`config.mk`:
```
export PLATFORM = sky130hd
export DESIGN_NAME = adc_output_test_pattern_config
export DESIGN_NICKNAME = d
export VERILOG_FILES = /design/src/inc/afe_test_pkg.sv /design/src/rtl/adc_output_test_pattern_config.sv
export VERILOG_INCLUDE_DIRS = /design/src /design/src/inc
export SDC_FILE = /design/constraint.sdc
export NUM_CORES = 1
export LEC_CHECK = 0
export BUFFER_PORTS_ARGS = -buffer_cell sky130_fd_sc_hd__buf_4
export CAP_MARGIN = 20
export CORE_UTILIZATION = 52
export CTS_BUF_LIST = sky130_fd_sc_hd__clkbuf_2 sky130_fd_sc_hd__clkbuf_4 sky130_fd_sc_hd__clkbuf_8
export CTS_CLUSTER_SIZE = 8
export DETAILED_ROUTE_END_ITERATION = 12
export GPL_ROUTABILITY_DRIVEN = 0
export PLACE_DENSITY = 0.66
export SYNTH_ARGS = -nofsm -noshare
export SYNTH_HDL_FRONTEND = slang
export SYNTH_HIERARCHICAL = 1
export SYNTH_SLANG_ARGS = --single-unit
```
`constraint.sdc`:
```
create_clock -name clk_sys_in -period 3.4 [get_ports clk_sys_in]
set_clock_uncertainty 0.15 [all_clocks]
set_input_delay 0 -clock clk_sys_in [delete_from_list [all_inputs] [get_ports clk_sys_in]]
set_output_delay 0 -clock clk_sys_in [all_outputs]
set_load 0.01 [all_outputs]
```
`src/inc/afe_test_map.svh`:
```
`ifndef AFE_TEST_MAP_SVH
`define AFE_TEST_MAP_SVH

// Register offsets on the control port.
`define ADDR_TEST_MODE    8'h0d
`define ADDR_BIAS         8'h12
`define ADDR_FORMAT       8'h14
`define ADDR_ADJUST       8'h15
`define ADDR_REFERENCE    8'h18
`define ADDR_USER1_LOW    8'h19
`define ADDR_USER1_HIGH   8'h1a
`define ADDR_USER2_LOW    8'h1b
`define ADDR_USER2_HIGH   8'h1c
`define ADDR_FILTER       8'h2b
`define ADDR_IMPEDANCE    8'h2c

// Reset values.
`define RST_TEST_MODE     8'h00
`define RST_BIAS          8'h09
`define RST_FORMAT        8'h00
`define RST_ADJUST        8'h0f
`define RST_REFERENCE     8'h03
`define RST_USER          8'h00
`define RST_FILTER        8'h00
`define RST_IMPEDANCE     8'h00

// Field positions.
`define BIT_TWOS          0
`define BIT_INVERT        2
`define BIT_OUT_DISABLE   7
`define BIT_REF_EXTERNAL  6
`define BIT_TUNE_START    6
`define BIT_PN_LONG_RST   5
`define BIT_PN_SHORT_RST  4

// Fixed test words.
`define WORD_MID          12'h800
`define WORD_ONES         12'hfff
`define WORD_ZEROS        12'h000
`define WORD_CHECK_A      12'haaa
`define WORD_CHECK_B      12'h555
`define WORD_SYNC         12'h03f
`define WORD_MIXED        12'ha33

// Timing: filter tuning duration and the system clock period.
`define TUNE_TIME_NS      10000
`define CLK_PERIOD_NS     100

`endif

```
`src/inc/afe_test_pkg.sv`:
```
package afe_test_pkg;

	// Output test mode codes.
	typedef enum logic [3:0] {
		MODE_NORMAL, MODE_MID, MODE_FULL_POS, MODE_FULL_NEG,
		MODE_CHECKER, MODE_PN_LONG, MODE_PN_SHORT, MODE_WORD_TOGGLE,
		MODE_USER, MODE_BIT_TOGGLE, MODE_SYNC, MODE_ONE_HIGH, MODE_MIXED
	} test_mode_t;

	// One access on the control port.
	typedef struct packed {
		logic       wr;
		logic       rd;
		logic [7:0] addr;
		logic [7:0] wdata;
	} reg_req_t;

	// One converter sample.
	typedef struct packed {
		logic        valid;
		logic [11:0] data;
	} sample_t;

endpackage

```
`src/rtl/adc_output_test_pattern_config.sv`:
```
// Notes on behaviour
// - Adjust register bit 7 clear enables the twelve data bits; set disables; reset enables.
// - Reference bit 6 picks internal or external; low bits set level; reset 0x03.
// - Writing filter bit 6 starts tuning; hardware clears it when tuning finishes.
// - User mode first word comes from user pattern one, low and high bytes.
// - User mode second word comes from pattern two, alternating, never reformatted.
// - Format bit 0 selects offset binary or twos complement; bit 2 inverts data.
// - Codes 1, 2, 3 give midscale, plus full and minus full words, formatted.
// - Checkerboard and word toggle alternate fixed words, without formatting.
// - Codes 9 to 12 give fixed unformatted single words.
// - Codes 1 to 12 replace samples with test data; zero and codes 13 to 15 pass samples.
// - Codes 5 and 6 select long and short sequences, each restartable, formatted.

`include "afe_test_map.svh"

// ----------------------------------------------------------------
// Word FIFO
// ----------------------------------------------------------------
module word_fifo #(
	parameter int WIDTH = 12,
	parameter int DEPTH = 16
) (
	// Clock, reset and enable.
	input  wire logic             clk_sys_in,
	input  wire logic             rst_n_in,
	input  wire logic             ce_in,
	// Filling side.
	input  wire logic             in_valid_in,
	input  wire logic [WIDTH-1:0] in_data_in,
	output logic                  in_ready_out,
	// Draining side.
	output logic                  out_valid_out,
	output logic [WIDTH-1:0]      out_data_out,
	input  wire logic             out_ready_in
);
	localparam int AW = $clog2(DEPTH);
	localparam logic [AW:0] FULL = (AW+1)'(DEPTH);

	logic [WIDTH-1:0] mem [DEPTH];
	logic [AW-1:0]    wr_ptr;
	logic [AW-1:0]    rd_ptr;
	logic [AW:0]      count;

	// Push and pop decisions and the next fill level.
	wire         push       = ce_in && in_valid_in && in_ready_out;
	wire         pop        = ce_in && out_valid_out && out_ready_in;
	wire [AW:0]  next_count = count + (AW+1)'(push) - (AW+1)'(pop);

	// Storage is written without reset.
	always_ff @(posedge clk_sys_in) begin
		if (push) mem[wr_ptr] <= in_data_in;
	end

	// Pointers, level and handshake flags.
	always_ff @(posedge clk_sys_in) begin
		if (!rst_n_in) begin
			wr_ptr        <= '0;
			rd_ptr        <= '0;
			count         <= '0;
			in_ready_out  <= 1'b1;
			out_valid_out <= 1'b0;
		end else if (ce_in) begin
			if (push) wr_ptr <= wr_ptr + 1'b1;
			if (pop) rd_ptr <= rd_ptr + 1'b1;
			count         <= next_count;
			in_ready_out  <= next_count != FULL;
			out_valid_out <= next_count != '0;
		end
	end

	// Head word; valid only while out_valid_out is high.
	assign out_data_out = mem[rd_ptr];
endmodule

// ----------------------------------------------------------------
// Configuration registers and output word generator
// ----------------------------------------------------------------
module adc_output_test_pattern_config #(
	parameter int TUNE_CYCLES = `TUNE_TIME_NS / `CLK_PERIOD_NS,
	parameter int FIFO_DEPTH  = 16
) (
	// Clock, reset and enable.
	input  wire logic                 clk_sys_in,
	input  wire logic                 rst_n_in,
	input  wire logic                 ce_in,
	// Control port.
	input  wire afe_test_pkg::reg_req_t reg_req_in,
	output logic [7:0]                reg_rdata_out,
	// Converter samples.
	input  wire afe_test_pkg::sample_t  sample_in,
	output logic                      sample_ready_out,
	// Parallel data output.
	output logic [11:0]               data_out,
	output logic                      data_valid_out,
	output logic                      data_oe_out,
	input  wire logic                 data_ready_in,
	// Analog controls.
	output logic [1:0]                lna_bias_out,
	output logic                      ref_external_out,
	output logic [1:0]                ref_level_out,
	output logic                      impedance_high_out,
	output logic [1:0]                drive_strength_out,
	output logic [1:0]                slew_select_out,
	output logic                      tune_busy_out
);
	localparam int NREG = 11;
	localparam int CW   = $clog2(TUNE_CYCLES + 1);
	localparam logic [CW-1:0] TUNE_LAST = CW'(TUNE_CYCLES - 1);
	localparam logic [7:0] ADDRS [NREG] = '{`ADDR_TEST_MODE, `ADDR_BIAS, `ADDR_FORMAT,
		`ADDR_ADJUST, `ADDR_REFERENCE, `ADDR_USER1_LOW, `ADDR_USER1_HIGH,
		`ADDR_USER2_LOW, `ADDR_USER2_HIGH, `ADDR_FILTER, `ADDR_IMPEDANCE};
	localparam logic [7:0] RESETS [NREG] = '{`RST_TEST_MODE, `RST_BIAS, `RST_FORMAT,
		`RST_ADJUST, `RST_REFERENCE, `RST_USER, `RST_USER, `RST_USER, `RST_USER,
		`RST_FILTER, `RST_IMPEDANCE};
	localparam int I_MODE = 0, I_BIAS = 1, I_FMT = 2, I_ADJ = 3, I_REF = 4;
	localparam int I_U1L = 5, I_U1H = 6, I_U2L = 7, I_U2H = 8, I_FILT = 9, I_IMP = 10;

	logic [7:0]  regs [NREG];
	logic [NREG-1:0] hit;
	logic [7:0]  rd_terms [NREG];
	logic [CW-1:0] tune_cnt;
	logic        phase;
	logic [22:0] pn_long;
	logic [8:0]  pn_short;
	logic        fifo_in_ready;
	logic        fifo_valid;
	logic [11:0] fifo_word;

	// ------------------------------------------------------------
	// Register file
	// ------------------------------------------------------------

	// Filter bit clears itself at the end of the tuning count.
	wire tune_done  = regs[I_FILT][`BIT_TUNE_START] && tune_cnt == TUNE_LAST;
	wire tune_write = reg_req_in.wr && hit[I_FILT] && reg_req_in.wdata[`BIT_TUNE_START];

	// One decoder and one write process per register.
	for (genvar i = 0; i < NREG; i++) begin : g_reg
		assign hit[i]      = reg_req_in.addr == ADDRS[i];
		assign rd_terms[i] = hit[i] ? regs[i] : 8'h00;
		always_ff @(posedge clk_sys_in) begin
			if (!rst_n_in) begin
				regs[i] <= RESETS[i];
			end else if (ce_in) begin
				if (reg_req_in.wr && hit[i]) begin
					regs[i] <= reg_req_in.wdata; // A new start wins over the self clear.
				end else if (i == I_FILT && tune_done) begin
					regs[i] <= regs[i] & ~(8'h01 << `BIT_TUNE_START);
				end
			end
		end
	end

	// Read data: OR of the selected register, zero for unmapped offsets.
	logic [7:0] next_rdata;
	always_comb begin
		next_rdata = 8'h00;
		for (int i = 0; i < NREG; i++) next_rdata = next_rdata | rd_terms[i];
	end

	// Tuning counter runs while the start bit is set.
	always_ff @(posedge clk_sys_in) begin
		if (!rst_n_in) begin
			tune_cnt <= '0;
		end else if (ce_in) begin
			tune_cnt <= (tune_write || tune_done || !regs[I_FILT][`BIT_TUNE_START]) ? '0 : tune_cnt + 1'b1;
		end
	end

	// ------------------------------------------------------------
	// Word generation
	// ------------------------------------------------------------

	// Control fields.
	wire [3:0]  mode_code = regs[I_MODE][3:0];
	wire        twos      = regs[I_FMT][`BIT_TWOS];
	wire        invert    = regs[I_FMT][`BIT_INVERT];
	wire [15:0] user_one  = {regs[I_U1H], regs[I_U1L]};
	wire [15:0] user_two  = {regs[I_U2H], regs[I_U2L]};
	wire        push      = ce_in && sample_in.valid && fifo_in_ready;
	wire        mode_write = reg_req_in.wr && hit[I_MODE];

	// Words that pass through format and inversion.
	wire [11:0] raw_word =
		(mode_code == afe_test_pkg::MODE_MID)      ? `WORD_MID :
		(mode_code == afe_test_pkg::MODE_FULL_POS) ? `WORD_ONES :
		(mode_code == afe_test_pkg::MODE_FULL_NEG) ? `WORD_ZEROS :
		(mode_code == afe_test_pkg::MODE_PN_LONG)  ? pn_long[11:0] :
		(mode_code == afe_test_pkg::MODE_PN_SHORT) ? {pn_short, pn_short[8:6]} :
		sample_in.data;
	wire [11:0] twos_word = raw_word ^ {twos, 11'h000};
	wire [11:0] fmt_word  = invert ? ~twos_word : twos_word;

	// Unformatted patterns, or the formatted word otherwise.
	wire [11:0] next_word =
		(mode_code == afe_test_pkg::MODE_CHECKER)     ? (phase ? `WORD_CHECK_B : `WORD_CHECK_A) :
		(mode_code == afe_test_pkg::MODE_WORD_TOGGLE) ? (phase ? `WORD_ZEROS : `WORD_ONES) :
		(mode_code == afe_test_pkg::MODE_USER)        ? (phase ? user_two[11:0] : user_one[11:0]) :
		(mode_code == afe_test_pkg::MODE_BIT_TOGGLE)  ? `WORD_CHECK_A :
		(mode_code == afe_test_pkg::MODE_SYNC)        ? `WORD_SYNC :
		(mode_code == afe_test_pkg::MODE_ONE_HIGH)    ? `WORD_MID :
		(mode_code == afe_test_pkg::MODE_MIXED)       ? `WORD_MIXED :
		fmt_word;

	// Word phase and the two sequence generators advance once per word.
	always_ff @(posedge clk_sys_in) begin
		if (!rst_n_in) begin
			phase    <= 1'b0;
			pn_long  <= '1;
			pn_short <= '1;
		end else if (ce_in) begin
			if (mode_write) phase <= 1'b0;
			else if (push) phase <= ~phase;
			if (regs[I_MODE][`BIT_PN_LONG_RST]) pn_long <= '1;
			else if (push) pn_long <= {pn_long[21:0], pn_long[22] ^ pn_long[17]};
			if (regs[I_MODE][`BIT_PN_SHORT_RST]) pn_short <= '1;
			else if (push) pn_short <= {pn_short[7:0], pn_short[8] ^ pn_short[4]};
		end
	end

	// Sixteen-word buffer between generator and output pins.
	word_fifo #(.WIDTH(12), .DEPTH(FIFO_DEPTH)) u_fifo (
		.clk_sys_in    (clk_sys_in),
		.rst_n_in      (rst_n_in),
		.ce_in         (ce_in),
		.in_valid_in   (sample_in.valid),
		.in_data_in    (next_word),
		.in_ready_out  (fifo_in_ready),
		.out_valid_out (fifo_valid),
		.out_data_out  (fifo_word),
		.out_ready_in  (!data_valid_out || data_ready_in)
	);

	// ------------------------------------------------------------
	// Output registers
	// ------------------------------------------------------------

	// Output stage reloads when empty or when the receiver takes the word.
	wire load = !data_valid_out || data_ready_in;
	always_ff @(posedge clk_sys_in) begin
		if (!rst_n_in) begin
			data_out         <= 12'h000;
			data_valid_out   <= 1'b0;
			data_oe_out      <= 1'b1;
			reg_rdata_out    <= 8'h00;
			sample_ready_out <= 1'b0;
			tune_busy_out    <= 1'b0;
		end else if (ce_in) begin
			if (load) begin
				data_valid_out <= fifo_valid;
				if (fifo_valid) data_out <= regs[I_ADJ][`BIT_OUT_DISABLE] ? 12'h000 : fifo_word;
			end
			data_oe_out      <= !regs[I_ADJ][`BIT_OUT_DISABLE];
			if (reg_req_in.rd) reg_rdata_out <= next_rdata;
			sample_ready_out <= fifo_in_ready;
			tune_busy_out    <= regs[I_FILT][`BIT_TUNE_START];
		end
	end

	// Analog selections straight from register bits.
	assign lna_bias_out       = regs[I_BIAS][1:0];
	assign ref_external_out   = regs[I_REF][`BIT_REF_EXTERNAL];
	assign ref_level_out      = regs[I_REF][1:0];
	assign impedance_high_out = regs[I_IMP][0];
	assign drive_strength_out = regs[I_ADJ][1:0];
	assign slew_select_out    = regs[I_ADJ][3:2];

	// ------------------------------------------------------------
	// Assertions
	// ------------------------------------------------------------

	// Output enable follows the disable bit.
	out_disable_a: assert property (@(posedge clk_sys_in) disable iff (!rst_n_in)
		ce_in && regs[I_ADJ][`BIT_OUT_DISABLE] |=> !data_oe_out) else $error("outputs not disabled");

	// Reference and adjust registers come out of reset at their defaults.
	reset_values_a: assert property (@(posedge clk_sys_in)
		!rst_n_in |=> regs[I_REF] == 8'h03 && regs[I_ADJ] == 8'h0f) else $error("bad reset value");

	// Tuning bit drops after the last count unless restarted.
	tune_clear_a: assert property (@(posedge clk_sys_in) disable iff (!rst_n_in)
		ce_in && tune_done && !tune_write |=> !regs[I_FILT][`BIT_TUNE_START]) else $error("tune bit stuck");

	// A word pushed in phase zero of user mode is pattern one.
	user_first_a: assert property (@(posedge clk_sys_in) disable iff (!rst_n_in)
		push && mode_code == afe_test_pkg::MODE_USER && !phase |-> next_word == user_one[11:0])
		else $error("user word one wrong");

	// Any write of the mode register restarts the word phase.
	phase_clear_a: assert property (@(posedge clk_sys_in) disable iff (!rst_n_in)
		ce_in && mode_write |=> !phase) else $error("phase not cleared");

	// User words alternate between the two patterns.
	user_alt_a: assert property (@(posedge clk_sys_in) disable iff (!rst_n_in)
		push && !mode_write && mode_code == afe_test_pkg::MODE_USER && !phase
		|=> !ce_in || phase) else $error("user phase did not alternate");

	// Normal data gets format and inversion.
	sample_format_a: assert property (@(posedge clk_sys_in) disable iff (!rst_n_in)
		push && mode_code == 4'h0 |-> next_word == (sample_in.data ^ {twos, 11'h000} ^ {12{invert}}))
		else $error("sample format wrong");

	// Midscale short is formatted.
	midscale_a: assert property (@(posedge clk_sys_in) disable iff (!rst_n_in)
		push && mode_code == 4'h1 |-> next_word == (12'h800 ^ {twos, 11'h000} ^ {12{invert}}))
		else $error("midscale word wrong");

	// Checkerboard ignores format.
	checker_word_a: assert property (@(posedge clk_sys_in) disable iff (!rst_n_in)
		push && mode_code == 4'h4 |-> next_word == (phase ? 12'h555 : 12'haaa)) else $error("checker word wrong");

	// Mixed bit frequency is a fixed word.
	mixed_word_a: assert property (@(posedge clk_sys_in) disable iff (!rst_n_in)
		push && mode_code == 4'hc |-> next_word == 12'ha33) else $error("mixed word wrong");

	// Long generator restarts at its seed.
	pn_restart_a: assert property (@(posedge clk_sys_in) disable iff (!rst_n_in)
		ce_in && regs[I_MODE][`BIT_PN_LONG_RST] |=> pn_long == 23'h7fffff) else $error("long sequence not reset");
endmodule

```
==> results.txt, run 1 <==
The run finished, with violations left. The checks that failed: DRC. The number of hold violations in the final report is 0. The largest net degree at the start of global routing came out at 61. The cell at the root of the clock tree is clkbuf_8. The worst hold-check slack is roughly 0.16 ns. The DRC violation total after the first TritonRoute iteration came out at between 1,000 and 1,500. The final routed wirelength across all metal layers is about 40 mm. The number of buffers inserted by hold repair at cts came out at 32. The number of distinct library cells after synthesis came out at 84. The worst-case clock buffer depth is 3. The global routing usage summed across all routing layers is between 20% and 30%. The detailed placer's ending HPWL is ~26 mm.

The number of pins with negative max-slew slack in the final report came out at 0. The signal arrival time at the worst endpoint came out at around 3.4 ns. The number of nets at the end of the flow came out at between 1,000 and 1,500.

The via density per instance is between 6 and 7. The H-tree depth reported by CTS came out at 2. The kind of start point of the critical path is a register.

Sorting the synthesized cells by how often they occur yields edfxtp_1 (280), and2_1 (90), nand2_1 (90). The number of top-level pins is 69. The number of cells upsized or downsized after cts came out at 0. The internal power came out at ~7.6 mW. The switching power summed over all nets came out at roughly 2.4 mW. Of all flip-flops after synthesis, the portion carrying an async set or reset was 0%.

The switching fraction of total power is 23.8%. The synthesis-to-finish area growth is 15.7%. The post-route setup TNS is 0 ns. Synthesis produced a netlist whose cell count is between 1,000 and 1,500. The worst slew slack as a fraction of its limit came out at between 40 and 50%.

The global-route wire length before repair came out at roughly 63 mm. The instance count after placement with tap cells included came out at between 1,500 and 2,000. TritonCTS built the clock tree.

The worst setup path is captured at a register. Among all flip-flop cells after synthesis, the most frequent one is edfxtp_1. Timing would allow up to approximately 0.33 GHz.

Power spread over the standard cell area amounts to between 500 and 600 nW/um^2. Sequential cells were found to cover about three fifths of the synthesized design area. Registers are responsible for 50.6% of the overall power.

The number of buffers inserted to repair setup after CTS is 0. The share of synthesized area in the top cell type comes to between 50% and 60%. The synthesized design spends more area on one cell type than any other, namely edfxtp_1. The slowest stage of the critical path is the edfxtp_1 cell. The average wire per standard cell is roughly 22 um. The number of antenna violations at the first check in global routing came to 0. The final period demand of the worst path is ~3.1 ns. In this run the vertical extent of the chip is about 180 um. Setup repair after global routing left no endpoint under its margin. Once the floorplan was initialized, standard cells occupied between 50% and 60% of the core. The residual overflow from global routing is 0.

The synthesized design contains between 200 and 300 enable-type register cells. The antenna diode count is 0. The worst path uses roughly nine tenths of the clock period.

For the worst-skew pair, the clock arrives at the later sink with an insertion delay of a little over 0.6 ns. The mean cell area of the mapped netlist came out at between 10 and 15 um^2. The clock transition time at the flip-flop clock pins of the worst setup and hold paths came out at around 0.060 ns. The total power consumption of the routed design is roughly 10 mW. Setup violations remaining at the end of the flow were counted as 0.

The final core utilization came out at between 60% and 70%. The number of routed nets with antenna violations came out at 0. The worst min-delay path category is in2reg. For this run, the slowest stage of the critical path takes approximately 0.66 ns. The clock share of power is about 39%. Combinational logic is responsible for a little over a tenth of the overall power. By area the synthesized netlist is led by edfxtp_1 (51%), dfxtp_1 (10%), mux4_2 (8.1%). The overall die area is 32,400 um^2. The peak supply drop came out at about 0.32 mV. After floorplanning, the core was divided into 64 placement rows. The number of buffers created by CTS came out at just under 60. The number of max-cap violations is 0. At the worst endpoint, the required time is about 3.7 ns. Traced cell by cell, the critical path runs through nor2b_1, a22oi_1, o2bb2ai_1, mux2i_1, o22ai_1, a211oi_1, buf_4. The fraction of layout cells with a size suffix above 1 is ~24%.

The count of buffers inserted at the top-level ports is 68. The overall die width is roughly 180 um. The synthesized cell area came out at roughly 16,000 um^2.

The cell with the most instances after synthesis is edfxtp_1. The worst setup path is of the reg2reg kind. Counting flops and latches in the post-synthesis netlist gives between 300 and 400.

The routed via count came out at between 10,000 and 15,000. Summed over all cells, the static leakage comes to ~6.5 nW. The number of clock sinks came out at approximately 360. The count of TritonRoute iterations in the first routing pass came out at 10. The total number of yosys warnings came out at 6.

At the pin with the least slew margin, the transition time is between 0.8 and 0.9 ns. The area of the core is 30,800 um^2. The net count after synthesis is 1,291. The number of standard cells in the final layout excluding fillers came out at 1,814.

The peak fanout along the critical path came out at 22. For this run, design rule violations remaining after detail routing come to 1. The via count of the first global-routing pass was between 10,000 and 15,000.
-- cell type report --
type                       instances  area (um^2)
timing repair buffer             160         1310
fill                            2349        11800
multi-input combinational        766         5860
clock inverter                     3         38.8
sequential                       363        10100
inverter                          22         82.6
tap                              396          495
clock buffer                     104         1190
-- power groups by stage --
stage          registers [mW]  logic (mW)  clock network, mW
2_1_floorplan            5.12       0.745                  0
5_1_grt                  5.09        1.19               4.14
6_report                 5.07        1.09               3.87
4_1_cts                  5.07        1.09               3.94
3_3_place_gp             5.16        1.05                  0
3_5_place_dp             5.17        1.06                  0
-- state kept, by name, indices dropped and copies added, names as in the netlist, named ones only --
name                  count
phase                     1
tune_cnt                  7
u_fifo/rd_ptr             4
data_out                 12
tune_busy_out             1
regs                     88
u_fifo/out_valid_out      1
reg_rdata_out             8
sample_ready_out          1
u_fifo/mem              192
data_valid_out            1
pn_long                  23
pn_short                  9
u_fifo/in_ready_out       1
u_fifo/wr_ptr             4
u_fifo/count              5
data_oe_out               1
-- through the flow --
stage / cell area, um^2 / setup WS (ns)
5_1_grt: 19100 / 0.112
3_3_place_gp: 17500 / 0.441
6_report: 19100 / 0.328
3_5_place_dp: 17500 / 0.397
4_1_cts: 19100 / 0.354
2_1_floorplan: 16500 / 0.461
-- logic make-up (layout without fill, tap and decap cells) --
| logic type | after synthesis | count (layout) | synth area share [%] |
|---|---|---|---|
| and+or+nand+nor | 385 | 385 | 12.6 |
| buffers and inverters | 115 | 289 | 3.44 |
| AOI/OAI and AO/OA | 261 | 261 | 10.8 |
| DFF | 363 | 363 | 61.2 |
| xor gates and xnor gates | 24 | 24 | 1.28 |
| adders and majority gates | 12 | 12 | 0.958 |
| muxes | 84 | 84 | 9.77 |
-- placed cells by master, fill, tap and decap left out, types with 17 or more instances in the layout --
cell type,Yosys,layout
a21oi_1,45,45
a22oi_1,33,33
and2_1,90,90
buf_4,10,126
clkbuf_4,0,38
clkbuf_8,0,66
dfxtp_1,83,81
dlygate4sd3_1,0,32
edfxtp_1,280,280
inv_1,20,20
mux4_2,59,59
nand2_1,90,90
nand2b_1,29,29
nor2_1,58,58
nor2b_1,34,34
o21ai_0,38,38
o22ai_1,47,47
xnor2_1,17,17
-- worst max-delay path: cells and delay by family, from the launching register on --
| kind | cells | cell delay [ns] |
|---|---|---|
| buffers and inverters | 1 | 0.25 |
| AOI/OAI and AO/OA | 4 | 0.98 |
| and+or+nand+nor | 1 | 0.62 |
| DFF | 1 | 0.66 |
| muxes | 1 | 0.24 |
-- metal layers --
metal / GRT usage, % / share of wire, % / vias up
li1: - / - / 4997
met1: 33.5 / 42 / 5428
met2: 42.9 / 50 / 404
met3: 3.65 / 5.9 / 79
met4: 8.28 / 2.7 / 0
met5: 0 / 0 / -
-- final timing paths --
kind	start	end	slack, ns	cells past startpoint
setup / recovery	regs[0][0]	u_fifo/mem[10][2]	0.33	7
hold / removal	sample_in[10]	u_fifo/mem[14][10]	0.16	7
setup reg to reg	regs[0][0]	u_fifo/mem[10][2]	0.33	7
hold reg to reg	pn_long[21]	pn_long[21]	0.32	2
No activity file was read; power rests on OpenSTA's default activity.
==> run 2, diff against run 1 <==
--- a/config.mk
+++ b/config.mk
@@ -13,6 +13,7 @@
 export CTS_CLUSTER_SIZE = 8
 export DETAILED_ROUTE_END_ITERATION = 12
 export GPL_ROUTABILITY_DRIVEN = 0
+export MAX_ROUTING_LAYER = met4
 export PLACE_DENSITY = 0.66
 export SYNTH_ARGS = -nofsm -noshare
 export SYNTH_HDL_FRONTEND = slang
==> run 2 against run 1 <==
Net effect: the flow still finishes with violations (DRC); core utilization unchanged; flip-flop and latch count is the same; sequential share of layout area did not move; combinational power barely moved; sequential power about the same; critical endpoint is now u_fifo/in_ready_out; global-route usage increased by 0.81 points; routed wire length barely moved; largest power group unchanged.
==> results.txt, run 2 (synthesis gave the netlist of run 1 again) <==
Outcome: finished with violations (unchanged). Violated checks: DRC (unchanged). The switching power summed over all nets is 2.40 mW (was 2.39 mW). The vertical extent of the die came out at 180 um (unchanged).

The number of buffers created by CTS is 58 (unchanged). The post-route setup TNS came out at 0 ns (unchanged). The residual overflow from global routing was 0 (unchanged). The internal power was 7.64 mW (about the same). The power density over the cells was 527 nW/um^2 (about the same). The worst hold-check slack came to 0.159 ns (was 0.162 ns). The H-tree depth reported by CTS was 2 (unchanged). The DRC violation total after the first TritonRoute iteration came to 1,053 (was 1,127).

The data required time of the worst path is 3.70 ns (about the same). The number of pins with negative max-slew slack in the final report came out at 0 (unchanged). The number of cells on the worst reg-to-reg path was 12 (was 7). The largest net degree at the start of global routing was 61 (unchanged). The clock tree from TritonCTS is done (unchanged). Unrepaired setup endpoints after global routing: false (unchanged).

The share of the clock period used by the worst path is 89.9% (was 90.3%). The total leakage power came to 6.47 nW (unchanged). The switching fraction of total power came out at 23.9% (was 23.8%). Most frequent cells in the layout: edfxtp_1 (280), buf_4 (126), nand2_1 (90), and2_1 (90), dfxtp_1 (81) (unchanged).

The via count of the first global-routing pass came out at 10,800 (about the same). The fraction of power consumed by sequential logic came to 50.6% (about the same). The maximum clock rate came out at 0.327 GHz (was 0.326 GHz). The number of cells traversed by the worst hold path is 7 (unchanged). The antenna diode count is 0 (unchanged). The worst slew slack as a fraction of its limit is 42.6% (was 40.4%). The cell row count is 64 (unchanged). The final period demand of the worst path came to 3.06 ns (was 3.07 ns). The count of buffers inserted at the top-level ports came out at 68 (unchanged).

The flip-flop count of the largest register, all copies and words added came out at 192 (unchanged). The clock share of power came out at 38.6% (was 38.5%). The clock transition time at the flip-flop clock pins of the worst setup and hold paths is 0.06 ns (about the same). The peak fanout along the critical path came out at 5 (was 22).

The overall die width is 180 um (unchanged). The global routing usage summed across all routing layers is 26.1% (was 25.3%). The final routed wirelength across all metal layers was 40.3 mm (about the same). The cell at the root of the clock tree is clkbuf_8 (unchanged). The worst min-delay path category was in2reg (unchanged). The number of buffers inserted to repair setup after CTS is 0 (unchanged). The signal arrival time at the worst endpoint came out at 3.36 ns (was 3.37 ns). The area of the core came out at 30,800 um^2 (unchanged). The pin slew with the least headroom to its limit came out at 0.859 ns (was 0.871 ns). The number of nets at the end of the flow is 1,418 (unchanged). The insertion delay to the later sink of the worst-skew pair is 0.61 ns (about the same). The worst-case clock buffer depth was 3 (unchanged). The fraction of layout cells with a size suffix above 1 is 24.3% (unchanged). The count of TritonRoute iterations in the first routing pass is 9 (was 10).

The routed via count is 10,800 (was 10,900). The peak supply drop is 0.321 mV (was 0.320 mV). The number of routed nets with antenna violations came out at 0 (unchanged). The number of standard cells in the final layout excluding fillers came out at 1,814 (unchanged). The global-route wire length before repair came out at 62.9 mm (was 62.8 mm). The top register by number of flip-flops is u_fifo/mem (unchanged).

Biggest regs: u_fifo/mem (192), regs (88), pn_long (23) (unchanged). The overall die area is 32,400 um^2 (unchanged). The category of the most critical setup path was reg2reg (unchanged).

The number of clock sinks came to 363 (unchanged). The final routed DRC violation total is 1 (unchanged). The detailed placer's ending HPWL is 26.3 mm (unchanged). The combinational share of power came to 10.9% (about the same). The most common library cell in the layout ignoring fill and taps was edfxtp_1 (unchanged). The via density per instance is 5.98 (was 6.01).

The kind of start point of the critical path was a register (unchanged). The kind of end point of the critical path is a register (unchanged). The instance count after placement with tap cells included came to 1,675 (unchanged). The synthesis-to-finish area growth is 15.7% (unchanged). The final-report setup violation count is 0 (unchanged). The number of hold violations in the final report was 0 (unchanged). The average wire per standard cell is 22.2 um (about the same). The number of max-cap violations was 0 (unchanged). The number of antenna violations at the first check in global routing is 0 (unchanged). The number of top-level pins came out at 69 (unchanged). The starting density of the core is 53.4% (unchanged).
==> run 2: cell counts in the layout (fill, tap and decap cells not counted) <==
No cell type changed its count.
==> run 2: path summary, 6_finish.rpt <==
check	slack, ns	to	start
setup / recovery	0.34	u_fifo/in_ready_out	data_valid_out
hold / removal	0.16	u_fifo/mem[14][10]	sample_in[10]
setup reg to reg	0.34	u_fifo/in_ready_out	data_valid_out
hold reg to reg	0.32	pn_long[21]	pn_long[21]
==> run 2: repair_timing <==
item / 4_1_cts / 5_1_grt
resized for setup: 0 / 0
hold endpoints to repair: 245 / 0
endpoints found under the setup margin: 0 / 0
hold buffers: 32 / 0
==> run 2: critical path, stage by stage, from the launching register on <==
cell       delay, ns
dfxtp_1         0.35
nand2b_1        0.07
and3_1          0.25
ha_1            0.29
inv_1           0.05
ha_1            0.16
inv_1           0.06
fa_1            0.42
nand2b_1        0.17
a2111oi_0       0.33
o21bai_1        0.20
nor4b_1         0.28
o21ai_1         0.12
==> run 2: layout make-up <==
| cell class | count | area (um^2) |
|---|---|---|
| multi-input combinational | 766 | 5860 |
| clock inverter | 3 | 38.8 |
| clock buffer | 104 | 1190 |
| sequential | 363 | 10100 |
| tap | 396 | 495 |
| inverter | 22 | 82.6 |
| fill | 2349 | 11800 |
| timing repair buffer | 160 | 1310 |
==> run 2: power groups by stage <==
| stage | clock network, mW | logic [mW] | registers, mW |
|---|---|---|---|
| CTS | 3.94 | 1.09 | 5.07 |
| finish | 3.87 | 1.09 | 5.07 |
| floorplan | 0 | 0.745 | 5.12 |
| global route | 4.14 | 1.19 | 5.09 |
| global placement | 0 | 1.05 | 5.16 |
| detailed placement | 0 | 1.06 | 5.17 |
==> run 2: metal layers <==
layer | GRT usage, % | routed length [um] | vias up | part of all wire (%)
li1 | - | - | 4988 | -
met2 | 42.9 | 19900 | 388 | 49
met3 | 3.50 | 2180 | 95 | 5.4
met5 | - | 0 | - | 0
met4 | 8.38 | 1270 | 0 | 3.1
met1 | 33.7 | 16900 | 5378 | 42
==> run 2: through the flow <==
stage,area [um^2],worst slack [ns],util [%],power (mW)
after global routing,19100,0.112,61.8,10.4
final,19100,0.342,61.8,10.0
after floorplan,16500,0.461,-,5.86
after global placement,17500,0.441,56.8,6.21
after detailed placement,17500,0.397,56.8,6.23
after CTS,19100,0.354,61.8,10.1
